===== src/include/reset_cause_pkg.sv =====
// package: register map, field positions and reset values of the reset-cause status block
package reset_cause_pkg;
  // register byte addresses
  localparam logic [7:0] status_addr = 8'h00;
  localparam logic [7:0] clear_addr = 8'h04;
  localparam logic [7:0] set_addr = 8'h08;
  localparam logic [7:0] invert_addr = 8'h0C;
  localparam logic [7:0] irq_status_addr = 8'h10;
  localparam logic [7:0] irq_clear_addr = 8'h14;
  localparam logic [7:0] irq_enable_addr = 8'h18;

  // field positions
  localparam int supply_power_on_bit = 31;
  localparam int core_power_on_bit = 30;
  localparam int primary_cfg_err_bit = 27;
  localparam int both_cfg_fail_bit = 26;
  localparam int cfg_mismatch_bit = 9;
  localparam int ext_pin_bit = 7;
  localparam int software_bit = 6;
  localparam int watchdog_bit = 4;
  localparam int sleep_wake_bit = 3;
  localparam int idle_wake_bit = 2;
  localparam int brownout_bit = 1;
  localparam int power_on_bit = 0;

  // implemented bits; all others read as zero
  localparam logic [31:0] implemented_mask = 32'hCC0002DF;
  // pattern folded in on every aresetn reset: both power-on flags, brown-out and power-on set
  localparam logic [31:0] status_reset = 32'hC0000003;
  localparam logic [31:0] irq_enable_reset = 32'h00000000;

  localparam logic [1:0] resp_okay = 2'h0;
  localparam logic [1:0] resp_slverr = 2'h2;

  // hardware event strobes, one cycle or held high for several
  typedef struct packed {
    logic supply_power_on;
    logic core_power_on;
    logic primary_cfg_err;
    logic both_cfg_fail;
    logic cfg_mismatch;
    logic ext_pin;
    logic software;
    logic watchdog;
    logic sleep_wake;
    logic idle_wake;
    logic brownout;
    logic power_on;
  } reset_events_t;
endpackage : reset_cause_pkg


===== src/verilog/reset_cause_status.sv =====
// reset-cause status register with AXI4-Lite slave and interrupt
//
// The implementer's own choices: the AXI4-Lite slave port and the register addresses.
`timescale 1ns/10ps
`default_nettype none

module reset_cause_status (
  input wire logic aclk,
  input wire logic aresetn,
  input wire reset_cause_pkg::reset_events_t events,
  input wire logic [7:0] s_axi_awaddr,
  input wire logic s_axi_awvalid,
  output logic s_axi_awready,
  input wire logic [31:0] s_axi_wdata,
  input wire logic [3:0] s_axi_wstrb,
  input wire logic s_axi_wvalid,
  output logic s_axi_wready,
  output logic [1:0] s_axi_bresp,
  output logic s_axi_bvalid,
  input wire logic s_axi_bready,
  input wire logic [7:0] s_axi_araddr,
  input wire logic s_axi_arvalid,
  output logic s_axi_arready,
  output logic [31:0] s_axi_rdata,
  output logic [1:0] s_axi_rresp,
  output logic s_axi_rvalid,
  input wire logic s_axi_rready,
  output logic irq
);

  // the block only records causes; it never starts a reset itself. flags
  // are set by one-cycle or level strobes on the events bundle and cleared
  // by software over the register bus. the status word is deliberately not
  // wiped by aresetn, because its whole purpose is to survive the reset it
  // describes. irq_status is a separate sticky copy for the interrupt, so
  // acknowledging the interrupt never destroys the cause record.
  // limitation: only one write and one read are accepted at a time; the
  // bus is a status port, not a data path, so throughput was not a goal.

  // ==========================================================
  // event vector
  logic [31:0] hw_set;
  logic [31:0] status;
  logic [31:0] irq_status;
  logic [31:0] irq_enable;
  logic [31:0] next_status;
  logic [31:0] next_irq_status;
  logic [7:0] aw_addr;
  logic aw_held;
  logic [31:0] w_data;
  logic [3:0] w_strb;
  logic w_held;
  logic do_write;
  logic [31:0] byte_mask;
  logic [31:0] wr_bits;
  // write address decode, one line per writable location
  logic hit_status;
  logic hit_clear;
  logic hit_set;
  logic hit_invert;
  logic hit_irq_clear;
  logic hit_irq_enable;
  logic aw_known;
  // read side
  logic rd_take;
  logic [31:0] next_rdata;
  logic [1:0] next_rresp;

  // each event line maps onto one flag, sleep_wake onto two; a line held high for several
  // cycles simply keeps setting the same flag
  always_comb begin
    hw_set = '0;
    hw_set[reset_cause_pkg::supply_power_on_bit] = events.supply_power_on;
    hw_set[reset_cause_pkg::core_power_on_bit] = events.core_power_on;
    hw_set[reset_cause_pkg::primary_cfg_err_bit] = events.primary_cfg_err;
    hw_set[reset_cause_pkg::both_cfg_fail_bit] = events.both_cfg_fail;
    hw_set[reset_cause_pkg::cfg_mismatch_bit] = events.cfg_mismatch;
    hw_set[reset_cause_pkg::ext_pin_bit] = events.ext_pin;
    hw_set[reset_cause_pkg::software_bit] = events.software;
    hw_set[reset_cause_pkg::watchdog_bit] = events.watchdog;
    hw_set[reset_cause_pkg::sleep_wake_bit] = events.sleep_wake;
    // waking from sleep also passes through idle
    hw_set[reset_cause_pkg::idle_wake_bit] = events.idle_wake | events.sleep_wake;
    hw_set[reset_cause_pkg::brownout_bit] = events.brownout;
    hw_set[reset_cause_pkg::power_on_bit] = events.power_on;
  end

  // ==========================================================
  // write channel capture
  // address and data are latched independently and may arrive in either
  // order; the write is applied once both are held and no answer is pending
  assign do_write = aw_held && w_held && !s_axi_bvalid;

  // awready is a one-cycle pulse raised only while no address is held, so a
  // second address simply waits until the current write has been applied
  always_ff @(posedge aclk) begin
    if (!aresetn) begin
      s_axi_awready <= 1'b0;
    end else begin
      s_axi_awready <= s_axi_awvalid && !aw_held && !s_axi_awready && !do_write;
    end
  end

  always_ff @(posedge aclk) begin
    if (!aresetn) begin
      aw_held <= 1'b0;
    end else if (s_axi_awvalid && s_axi_awready) begin
      aw_held <= 1'b1;
    end else if (do_write) begin
      aw_held <= 1'b0;
    end
  end

  always_ff @(posedge aclk) begin
    if (!aresetn) begin
      aw_addr <= '0;
    end else if (s_axi_awvalid && s_axi_awready) begin
      aw_addr <= s_axi_awaddr;
    end
  end

  // data side mirrors the address side; the strobes travel with the data
  always_ff @(posedge aclk) begin
    if (!aresetn) begin
      s_axi_wready <= 1'b0;
    end else begin
      s_axi_wready <= s_axi_wvalid && !w_held && !s_axi_wready && !do_write;
    end
  end

  always_ff @(posedge aclk) begin
    if (!aresetn) begin
      w_held <= 1'b0;
    end else if (s_axi_wvalid && s_axi_wready) begin
      w_held <= 1'b1;
    end else if (do_write) begin
      w_held <= 1'b0;
    end
  end

  always_ff @(posedge aclk) begin
    if (!aresetn) begin
      w_data <= '0;
      w_strb <= '0;
    end else if (s_axi_wvalid && s_axi_wready) begin
      w_data <= s_axi_wdata;
      w_strb <= s_axi_wstrb;
    end
  end

  // the answer is raised on the edge that applies the write, so a read
  // issued after the response always sees the new register contents

  always_ff @(posedge aclk) begin
    if (!aresetn) begin
      s_axi_bvalid <= 1'b0;
      s_axi_bresp <= reset_cause_pkg::resp_okay;
    end else if (do_write) begin
      s_axi_bvalid <= 1'b1;
      // an unmapped or read-only location is answered but changes nothing
      s_axi_bresp <= aw_known ? reset_cause_pkg::resp_okay : reset_cause_pkg::resp_slverr;
    end else if (s_axi_bvalid && s_axi_bready) begin
      s_axi_bvalid <= 1'b0;
    end
  end

  always_comb begin
    for (int i = 0; i < 4; i++) begin
      byte_mask[i*8 +: 8] = {8{w_strb[i]}};
    end
    wr_bits = w_data & byte_mask;
  end

  // ==========================================================
  // write decode on the held address; the strobes are qualified by
  // do_write where they are used, so a stale address does nothing
  always_comb begin
    hit_status = aw_addr == reset_cause_pkg::status_addr;
    hit_clear = aw_addr == reset_cause_pkg::clear_addr;
    hit_set = aw_addr == reset_cause_pkg::set_addr;
    hit_invert = aw_addr == reset_cause_pkg::invert_addr;
    hit_irq_clear = aw_addr == reset_cause_pkg::irq_clear_addr;
    hit_irq_enable = aw_addr == reset_cause_pkg::irq_enable_addr;
    // irq_status is read-only, so a write there falls through to an error
    aw_known = hit_status | hit_clear | hit_set | hit_invert | hit_irq_clear | hit_irq_enable;
  end

  // ==========================================================
  // status flags: software edits first, hardware sets applied last
  always_comb begin
    next_status = status;
    // the clear, set and invert aliases let software change single flags
    // without a read-modify-write that could race a hardware set
    // only one strobe can be high, the held address selects at most one
    if (do_write && hit_status) begin
      next_status = (status & ~byte_mask) | wr_bits;
    end
    if (do_write && hit_clear) begin
      next_status = status & ~wr_bits;
    end
    if (do_write && hit_set) begin
      next_status = status | wr_bits;
    end
    if (do_write && hit_invert) begin
      next_status = status ^ wr_bits;
    end
    // set after the software edit so an event is never lost
    next_status = (next_status | hw_set) & reset_cause_pkg::implemented_mask;
  end

  // the reset branch folds in the reset-cause pattern instead of clearing,
  // so software can still read why the last reset happened; a cause that
  // arrives while reset is held is merged in as well. a flag set by neither
  // stays at its unknown power-up value through every reset, so the first
  // software action should be a write of the whole word.
  // aresetn is the ordinary system reset; flags are only lost on a real power-up of this logic
  always_ff @(posedge aclk) begin
    if (!aresetn) begin
      status <= (status | hw_set | reset_cause_pkg::status_reset)
        & reset_cause_pkg::implemented_mask;
    end else begin
      status <= next_status;
    end
  end

  // ==========================================================
  // interrupt: sticky event bits, write-one-to-clear, enable mask
  // irq_status mirrors the flag layout but is cleared on its own, so a
  // handler can acknowledge the interrupt and still find the cause later
  always_comb begin
    next_irq_status = irq_status;
    if (do_write && hit_irq_clear) begin
      next_irq_status = irq_status & ~wr_bits;
    end
    next_irq_status = (next_irq_status | hw_set) & reset_cause_pkg::implemented_mask;
  end

  always_ff @(posedge aclk) begin
    if (!aresetn) begin
      irq_status <= '0;
    end else begin
      irq_status <= next_irq_status;
    end
  end

  always_ff @(posedge aclk) begin
    if (!aresetn) begin
      irq_enable <= reset_cause_pkg::irq_enable_reset;
    end else if (do_write && hit_irq_enable) begin
      irq_enable <= ((irq_enable & ~byte_mask) | wr_bits) & reset_cause_pkg::implemented_mask;
    end
  end

  always_ff @(posedge aclk) begin
    if (!aresetn) begin
      irq <= 1'b0;
    end else begin
      // taken from the next value so irq rises on the same edge as the flag;
      // a change of enable shows one cycle after the write is applied
      irq <= |(next_irq_status & irq_enable);
    end
  end

  // ==========================================================
  // read channel: one cycle ready, data the cycle after
  // a read has no side effect on any flag, so software may poll the
  // status word freely; clearing is always an explicit write
  // address phase taken when arvalid meets the one-cycle arready pulse
  assign rd_take = s_axi_arvalid && s_axi_arready;

  // write-only locations answer zero with an okay response
  always_comb begin
    next_rdata = '0;
    next_rresp = reset_cause_pkg::resp_okay;
    unique case (s_axi_araddr)
      reset_cause_pkg::status_addr: next_rdata = status;
      reset_cause_pkg::irq_status_addr: next_rdata = irq_status;
      reset_cause_pkg::irq_enable_addr: next_rdata = irq_enable;
      reset_cause_pkg::clear_addr,
      reset_cause_pkg::set_addr,
      reset_cause_pkg::invert_addr,
      reset_cause_pkg::irq_clear_addr: next_rdata = '0;
      default: next_rresp = reset_cause_pkg::resp_slverr;
    endcase
  end

  // arready pulses once per request and never while an answer is pending,
  // which keeps at most one read in flight without any queue
  always_ff @(posedge aclk) begin
    if (!aresetn) begin
      s_axi_arready <= 1'b0;
    end else begin
      s_axi_arready <= s_axi_arvalid && !s_axi_rvalid && !s_axi_arready;
    end
  end

  // rvalid stands until the master takes it
  always_ff @(posedge aclk) begin
    if (!aresetn) begin
      s_axi_rvalid <= 1'b0;
    end else if (rd_take) begin
      s_axi_rvalid <= 1'b1;
    end else if (s_axi_rvalid && s_axi_rready) begin
      s_axi_rvalid <= 1'b0;
    end
  end

  // data and response are captured only on the taking edge, so they stand
  // unchanged for as long as the master stalls rready
  always_ff @(posedge aclk) begin
    if (!aresetn) begin
      s_axi_rdata <= '0;
      s_axi_rresp <= reset_cause_pkg::resp_okay;
    end else if (rd_take) begin
      s_axi_rdata <= next_rdata;
      s_axi_rresp <= next_rresp;
    end
  end

endmodule : reset_cause_status
`default_nettype wire


===== config.mk =====
export PLATFORM = sky130hd
export DESIGN_NAME = reset_cause_status
export DESIGN_NICKNAME = d
export VERILOG_FILES = /design/src/include/reset_cause_pkg.sv /design/src/verilog/reset_cause_status.sv
export SDC_FILE = /design/constraint.sdc
export NUM_CORES = 1
export LEC_CHECK = 0
export ABC_AREA = 1
export BUFFER_PORTS_ARGS = -buffer_cell sky130_fd_sc_hd__clkbuf_2
export CORE_MARGIN = 2
export CORE_UTILIZATION = 58
export DETAILED_ROUTE_END_ITERATION = 8
export PLACE_DENSITY = 0.89
export SLEW_MARGIN = 20
export SYNTH_ARGS = -nofsm -noshare
export SYNTH_HDL_FRONTEND = slang
export SYNTH_SLANG_ARGS = --single-unit

===== constraint.sdc =====
create_clock -name aclk -period 4.51 [get_ports aclk]
set_input_delay 0.6765 -clock aclk [delete_from_list [all_inputs] [get_ports aclk]]
set_output_delay 0.6765 -clock aclk [all_outputs]
set_load 0.02 [all_outputs]

==> reports/results.md, run 1 <==
| Step | Quantity | Reported |
|---|---|---|
| route | Routed length on met1 | 4760 um |
| global routing | Antenna violations before repair | 0 |
| logic synthesis | Async set-reset flop share out of synthesis | 0% |
| logic synthesis | Post-synthesis cell type count | 36 |
| place | Routability cong. | 0.958 |
| logic synthesis | Synthesis warning total | 0 |
| die | Effective utilization at floorplan | 59.7% |
| sta | Setup repair after global routing missed its margin | false |
| hold path | Path type of the worst min-delay path | reg2reg |
| logic synthesis | Combinational family with the most area after synthesis | simple AND/OR/NAND/NOR gates |
| layout | Area used by multi-input combinational logic | 2520 um2 |
| route | Remaining antenna violation count | 0 |
| logic synthesis | Cell count after synthesis | 678 |
| route | Top routing layer used | met4 |
| sta | Slew Viols, Final | 0 |
| die | Row count | 32 |
| sta | Setup TNS | 0 ns |
| layout | Final-layout fill cell count | 690 |
| logic synthesis | Flip-flop and latch count after synthesis | 81 |
| clock tree | Clock tree from TritonCTS | done |
| global routing | All-layer global routing usage | 29.5% |
| logic synthesis | Cell taking the most area after synthesis | sky130_fd_sc_hd__dfxtp_1 |
| route | Routed length on met3 | 1010 um |
| logic synthesis | Synth top area share | 35.2% |
| critical path | Crit-path most repeated cell | sky130_fd_sc_hd__nand2_1 |
| clock tree | Buffers inserted during post-CTS setup optimization | 0 |
| critical path | Arrival time at the worst endpoint | 2.62 ns |
| layout | Final Net Count | 829 |
| global routing | Largest net degree at the start of global routing | 43 |
| route | DRC violations left | 0 |
| sta | Max frequency | 424 MHz |
| logic synthesis | Ranking of synthesized cells by area | sky130_fd_sc_hd__dfxtp_1 35%, sky130_fd_sc_hd__nand2_1 15%, sky130_fd_sc_hd__ha_1 6.5% |
| logic synthesis | Simple-Gate Fraction of Synth Area | 30.7% |
| logic synthesis | XOR/XNOR share of the synthesized area | 0% |
| sta | Hold WS | 0.455 ns |
| critical path | CP Launch Type | flop |
| place | Cell area after placement | 4910 um2 |
| critical path | Maximum single-stage delay on the critical path | 0.43 ns |
| route | Detailed-route wire length | 12300 um |
| route | Wirelength per Cell | 14.7 um |
| global routing | First-pass GRT wire length | 20300 um |
| die | Boundary Pins | 113 |
| flow run | MaxCap Viol Count | 0 |
| layout | Final cell count without fillers | 841 |
| logic synthesis | Fraction of synthesized area in multiplexers | 0.217% |
| global routing | Total gr overflow | 0 |
| die | Horiz. Die Dim | 93.2 um |
| layout | Leading cell types in the layout, fill and taps excluded | 184 x sky130_fd_sc_hd__nand2_1, 81 x sky130_fd_sc_hd__dfxtp_1, 69 x sky130_fd_sc_hd__clkbuf_2 |
| layout | Share of cells above drive strength 1 | 15.3% |
| clock tree | Count of hold-fix buffers inserted at cts | 0 |
| die | Die area | 8680 um2 |
| logic synthesis | Area share of fa/ha/maj cells after synthesis | 6.51% |
| place | Placed cells | 825 |
| die | Overall die height | 93.2 um |
| route | Total number of vias | 4677 |
| route | Detailed Routing Iterations Pass 1 | 5 |
| sta | Post-route fraction of the period consumed by the critical path | 52.3% |
| layout | Total inserted antenna cells | 0 |
| clock tree | Number of clock sinks seen by CTS | 81 |
| layout | Commonest non-fill, non-tap cell in the layout | sky130_fd_sc_hd__nand2_1 |
| power and ir drop | Total power draw | 1.43 mW |
| clock tree | Clock latency reported for the late side of the worst-skew pair | 0.37 ns |
| logic synthesis | Synth Area in Compound Gates | 15.4% |
| sta | Worst-Margin Slew | 0.803 ns |
| clock tree | Reg clk slew, reported paths | 0.09 ns |
| sta | Count of endpoints failing hold in the final timing report | 0 |
| clock tree | Number of buffers inserted during clock tree synthesis | 9 |
| global routing | Vias in the first global route | 4510 |
| sta | Number of failing setup endpoints in the final timing report | 0 |
| place | IO buf count | 69 |
| route | Via-to-Cell Ratio | 5.56 |
| critical path | Cell family with the largest share of critical-path delay | simple AND/OR/NAND/NOR gates |
| logic synthesis | Post-synth top flop | sky130_fd_sc_hd__dfxtp_1 |
| critical path | CP max FO | 20 |
| critical path | Crit path capture type | flop |
| outcome | Run status | finished, final reports clean |
| critical path | Standard cell with the maximum stage delay on the critical path | sky130_fd_sc_hd__nand2_1 |
| layout | Final design instance area without fill | 5090 um2 |
| place | HPWL after detailed placement | 8820 um |
| power and ir drop | Maximum VDD drop | 247 uV |
| critical path | Setup CP Type | reg2reg |
| clock tree | CTS H-tree depth | 3 |
| critical path | Number of buffers and inverters on the critical path | 1 |
| clock tree | Root Buffer Master | sky130_fd_sc_hd__clkbuf_8 |
| sta | Fin Clk Skew | 0.0106 ns |
| clock tree | Number of buffers on the longest clock path | 2 |
| sta | Min Clock Period, post-route | 2.36 ns |
| power and ir drop | Power per Cell Area | 281 nW/um2 |
| logic synthesis | Post-Syn Area per Cell | 6.80 um2 |
| critical path | Required @ worst endpoint | 4.77 ns |
| logic synthesis | Share of synthesized area occupied by flip-flops and latches | 35.2% |
| layout | Area added between synthesis and finish | 10.3% |
| clock tree | Quantity of gates resized following cts | 0 |
| route | Met2 wirelength from detailed routing | 6080 um |
| layout | Footprint of the flip-flops and latches | 1620 um2 |
| critical path | Ordered cell list for the critical path | nand2_1 > nor2_4 > inv_2 > nor2_8 > nand2_1 > o21ai_0 > a31oi_1 > o21bai_1 > nand2_1 |
| sta | Worst relative slew slack | 46.3% |
| logic synthesis | Count of flip-flops with a built-in enable after synthesis | 0 |
| logic synthesis | Area of the mapped netlist | 4610 um2 |
| die | Core area | 7730 um2 |
| route | Number of DRC markers in iteration 0 | 477 |
| power and ir drop | Leakage Power | 2.44 nW |
routing by layer:
metal / vias to the layer above / track usage (%)
met5: - / 0
li1: 2256 / -
met2: 243 / 51.9
met3: 47 / 7.01
met4: 0 / 14.3
met1: 2131 / 33.5
layout make-up:
cell class | instances | area share (%)
Timing Repair Buffer | 73 | 7.38
Multi-Input combinational cell | 497 | 49.5
Sequential cell | 81 | 31.9
Tap cell | 102 | 2.51
Clock buffer | 9 | 2.43
Clock inverter | 7 | 1.01
Inverter | 72 | 5.31
cell usage after synthesis (7+ instances only):
library cell               number
sky130_fd_sc_hd__nand2_1      184
sky130_fd_sc_hd__dfxtp_1       81
sky130_fd_sc_hd__inv_1         69
sky130_fd_sc_hd__nor2_1        51
sky130_fd_sc_hd__a21oi_1       48
sky130_fd_sc_hd__o21ai_0       48
sky130_fd_sc_hd__nand3_1       45
sky130_fd_sc_hd__ha_1          24
sky130_fd_sc_hd__buf_4         22
sky130_fd_sc_hd__clkbuf_1      17
sky130_fd_sc_hd__a31oi_1       11
sky130_fd_sc_hd__o21bai_1       7
worst reg2reg max path, delay by kind of cell, from the launching register on:
kind	cells	cell delay (ns)
DFF	1	0.37
buffers and inverters	1	0.17
AOI/OAI and AO/OA	3	0.50
and+or+nand+nor	5	1.22
stage by stage:
step / utilization (%) / setup WS, ns
final: 65.9 / 2.15
after global routing: 65.9 / 1.91
after CTS: 65.9 / 2.22
after detailed placement: 63.6 / 2.13
after global placement: 63.6 / 1.80
after floorplan: - / 2.66
cell families (layout without fill, tap and decap cells):
group,count (synthesis),after routing
and+or+nand+nor,319,319
AOI/OAI and AO/OA,131,131
buffers and inverters,121,161
DFF,81,81
adders and majority gates,24,24
other,1,22
muxes,1,1
power breakdown:
part	switching [mW]	internal, mW
registers	0.0233	0.741
logic	0.112	0.0568
clock network	0.296	0.204
final timing paths:
check | cells past startpoint | slack [ns] | to | start
worst max-delay path | 9 | 2.15 | status[26]$_DFF_P_ | w_held$_SDFFE_PN0P_
worst min-delay path | 1 | 0.46 | s_axi_awready$_SDFF_PN0_ | s_axi_awready$_SDFF_PN0_
worst max register to register | 9 | 2.15 | status[26]$_DFF_P_ | w_held$_SDFFE_PN0P_
worst min register to register | 1 | 0.46 | s_axi_awready$_SDFF_PN0_ | s_axi_awready$_SDFF_PN0_
No activity file was read; power rests on OpenSTA's default activity.
==> inputs of run 2 (changes only) <==
--- a/config.mk
+++ b/config.mk
@@ -8,9 +8,9 @@
 export ABC_AREA = 1
 export BUFFER_PORTS_ARGS = -buffer_cell sky130_fd_sc_hd__clkbuf_2
 export CORE_MARGIN = 2
-export CORE_UTILIZATION = 58
+export CORE_UTILIZATION = 54
 export DETAILED_ROUTE_END_ITERATION = 8
-export PLACE_DENSITY = 0.89
+export PLACE_DENSITY = 0.84
 export SLEW_MARGIN = 20
 export SYNTH_ARGS = -nofsm -noshare
 export SYNTH_HDL_FRONTEND = slang
==> constraint.sdc (replaced) <==
create_clock -name aclk -period 2.2 [get_ports aclk]
set_input_delay 0.33 -clock aclk [delete_from_list [all_inputs] [get_ports aclk]]
set_output_delay 0.33 -clock aclk [all_outputs]
set_load 0.02 [all_outputs]
==> run 2 against run 1 <==
  * Register-to-register slack lost 1.8 ns
  * Clock power rose by 110%
  * Hold slack got worse by 0.27 ns
  * Critical path depth grew 2
  * Core utilization shrank 3.0 points
  * Power grew 110%
  * Final cell count increased by 1.4%
  * Sequential power increased by 110%
  * Clock skew fell by 0.0015 ns
  * First-iteration DRC count decreased by 36%
  * Design area grew 1.9%
==> reports/results.md, run 2 (same netlist as run 1, synthesis figures left out) <==
| Step | Quantity | Reported |
|---|---|---|
| place | IO buf count | 69 |
| die | Boundary Pins | 113 |
| clock tree | Number of buffers inserted during clock tree synthesis | 9 |
| clock tree | Reg clk slew, reported paths | 0.09 ns |
| global routing | Met3 usage | 5.59% |
| layout | Area used by multi-input combinational logic | 2520 um2 |
| route | DRC violations left | 0 |
| die | Effective utilization at floorplan | 55.9% |
| die | Core area | 8260 um2 |
| sta | Number of failing setup endpoints in the final timing report | 0 |
| place | HPWL after detailed placement | 8780 um |
| clock tree | Count of hold-fix buffers inserted at cts | 0 |
| layout | Area added between synthesis and finish | 12.4% |
| critical path | Reg2reg path depth | 11 |
| layout | Commonest non-fill, non-tap cell in the layout | sky130_fd_sc_hd__nand2_1 |
| clock tree | Clock tree from TritonCTS | done |
| sta | Worst relative slew slack | 65.7% |
| clock tree | Root Buffer Master | sky130_fd_sc_hd__clkbuf_8 |
| flow run | MaxCap Viol Count | 0 |
| route | Number of DRC markers in iteration 0 | 304 |
| hold path | Hold Path Cell Cnt | 3 |
| critical path | Required @ worst endpoint | 2.48 ns |
| route | Via-to-Cell Ratio | 5.43 |
| route | Total number of vias | 4632 |
| place | Placed cells | 837 |
| global routing | Largest net degree at the start of global routing | 44 |
| global routing | First-pass GRT wire length | 18900 um |
| sta | Hold WS | 0.181 ns |
| global routing | All-layer global routing usage | 26.5% |
| sta | Max frequency | 539 MHz |
| clock tree | Quantity of gates resized following cts | 0 |
| route | Remaining antenna violation count | 0 |
| power and ir drop | Maximum VDD drop | 532 uV |
| clock tree | Number of buffers on the longest clock path | 2 |
| clock tree | Clock latency reported for the late side of the worst-skew pair | 0.37 ns |
| global routing | Total gr overflow | 0 |
| die | Row count | 33 |
| critical path | CP max FO | 12 |
| global routing | GR met1 Demand/Resource | 31.3% |
| die | Horiz. Die Dim | 96.4 um |
| global routing | Met2 usage in global routing | 44.4% |
| sta | Fin Clk Skew | 0.00914 ns |
| power and ir drop | Power per Cell Area | 571 nW/um2 |
| global routing | Antenna violations before repair | 0 |
| sta | Count of endpoints failing hold in the final timing report | 0 |
| layout | Final cell count without fillers | 853 |
| layout | Final design instance area without fill | 5190 um2 |
| die | Overall die height | 96.4 um |
| layout | Final Net Count | 838 |
| layout | Final-layout fill cell count | 765 |
| route | Detailed-route wire length | 11800 um |
| global routing | Vias in the first global route | 4248 |
| critical path | Setup slack on the worst flop-to-flop path | 0.35 ns |
| layout | Share of cells above drive strength 1 | 16.2% |
| critical path | Setup CP Type | reg2reg |
| sta | Slew Viols, Final | 0 |
| critical path | Crit path capture type | flop |
| outcome | Run status | finished, final reports clean |
| sta | Post-route fraction of the period consumed by the critical path | 84.3% |
| layout | Final core occ | 62.8% |
| clock tree | Number of clock sinks seen by CTS | 81 |
| clock tree | Buffers inserted during post-CTS setup optimization | 0 |
| critical path | CP Launch Type | flop |
| critical path | Arrival time at the worst endpoint | 2.13 ns |
| sta | Final setup margin | 0.345 ns |
| layout | Total inserted antenna cells | 0 |
| sta | Worst-Margin Slew | 0.513 ns |
| hold path | Path type of the worst min-delay path | in2reg |
| power and ir drop | Total power draw | 2.96 mW |
| power and ir drop | Leakage Power | 2.49 nW |
| sta | Min Clock Period, post-route | 1.85 ns |
| sta | Setup repair after global routing missed its margin | false |
| place | Minimum setup slack after placement | 0.375 ns |
| sta | Setup TNS | 0 ns |
| global routing | Most used routing layer | met2 |
| clock tree | CTS H-tree depth | 3 |
| layout | Leading cell types in the layout, fill and taps excluded | 184 x sky130_fd_sc_hd__nand2_1, 81 x sky130_fd_sc_hd__dfxtp_1, 69 x sky130_fd_sc_hd__inv_1, 69 x sky130_fd_sc_hd__clkbuf_2, 51 x sky130_fd_sc_hd__nor2_1 |
| route | Wirelength per Cell | 13.9 um |
| route | Detailed Routing Iterations Pass 1 | 5 |
| place | Routability cong. | 0.943 |
| layout | Footprint of the flip-flops and latches | 1620 um2 |
| place | Cell area after placement | 5000 um2 |
| die | Die area | 9300 um2 |
run 2: cell types whose count changed in the layout (fill, tap and decap cells not counted), sizes merged:
cell      previous run  this run
clkinv               2         3
buf                  4        13
clkinvlp             2         1
clkbuf              78        79
inv                 75        74
run 2: worst max-delay path, cell delays in order (launching register included):
cell and delay, ns:
sky130_fd_sc_hd__dfxtp_1 0.43, sky130_fd_sc_hd__nand2_1 0.12, sky130_fd_sc_hd__nor2_4 0.13, sky130_fd_sc_hd__nand3_2 0.28
sky130_fd_sc_hd__o21ai_1 0.29, sky130_fd_sc_hd__nand2_1 0.08, sky130_fd_sc_hd__nand2_1 0.06, sky130_fd_sc_hd__nand2_1 0.05
sky130_fd_sc_hd__nor2_1 0.13, sky130_fd_sc_hd__nand3_1 0.09, sky130_fd_sc_hd__nand2_1 0.06, sky130_fd_sc_hd__inv_1 0.04
run 2: layout make-up:
| class | count | share of cell area [%] |
|---|---|---|
| Multi-Input combinational cell | 497 | 48.6 |
| Sequential cell | 81 | 31.3 |
| Timing Repair Buffer | 82 | 8.78 |
| Inverter | 72 | 5.21 |
| Clock buffer | 10 | 2.65 |
| Tap cell | 105 | 2.53 |
| Clock inverter | 6 | 0.989 |
run 2: where the power goes:
| group | switching [mW] | internal [mW] |
|---|---|---|
| combinational | 0.227 | 0.124 |
| clock | 0.588 | 0.454 |
| sequential | 0.0481 | 1.52 |
| total | 0.864 | 2.10 |
run 2: worst paths after layout:
check / startpoint / to
min reg2reg: s_axi_arready$_SDFF_PN0_ / s_axi_arready$_SDFF_PN0_
max reg2reg: aw_addr[2]$_SDFFE_PN0P_ / irq$_SDFF_PN0_
min: events[6] / status[7]$_DFF_P_
max: aw_addr[2]$_SDFFE_PN0P_ / irq$_SDFF_PN0_
run 2: metal layers:
layer	routed length, um	part of all wire, %	vias to the layer above
met4	620	5.2	0
met2	5580	47	205
met5	0	0	-
li1	-	-	2274
met3	828	7.0	40
met1	4810	41	2113
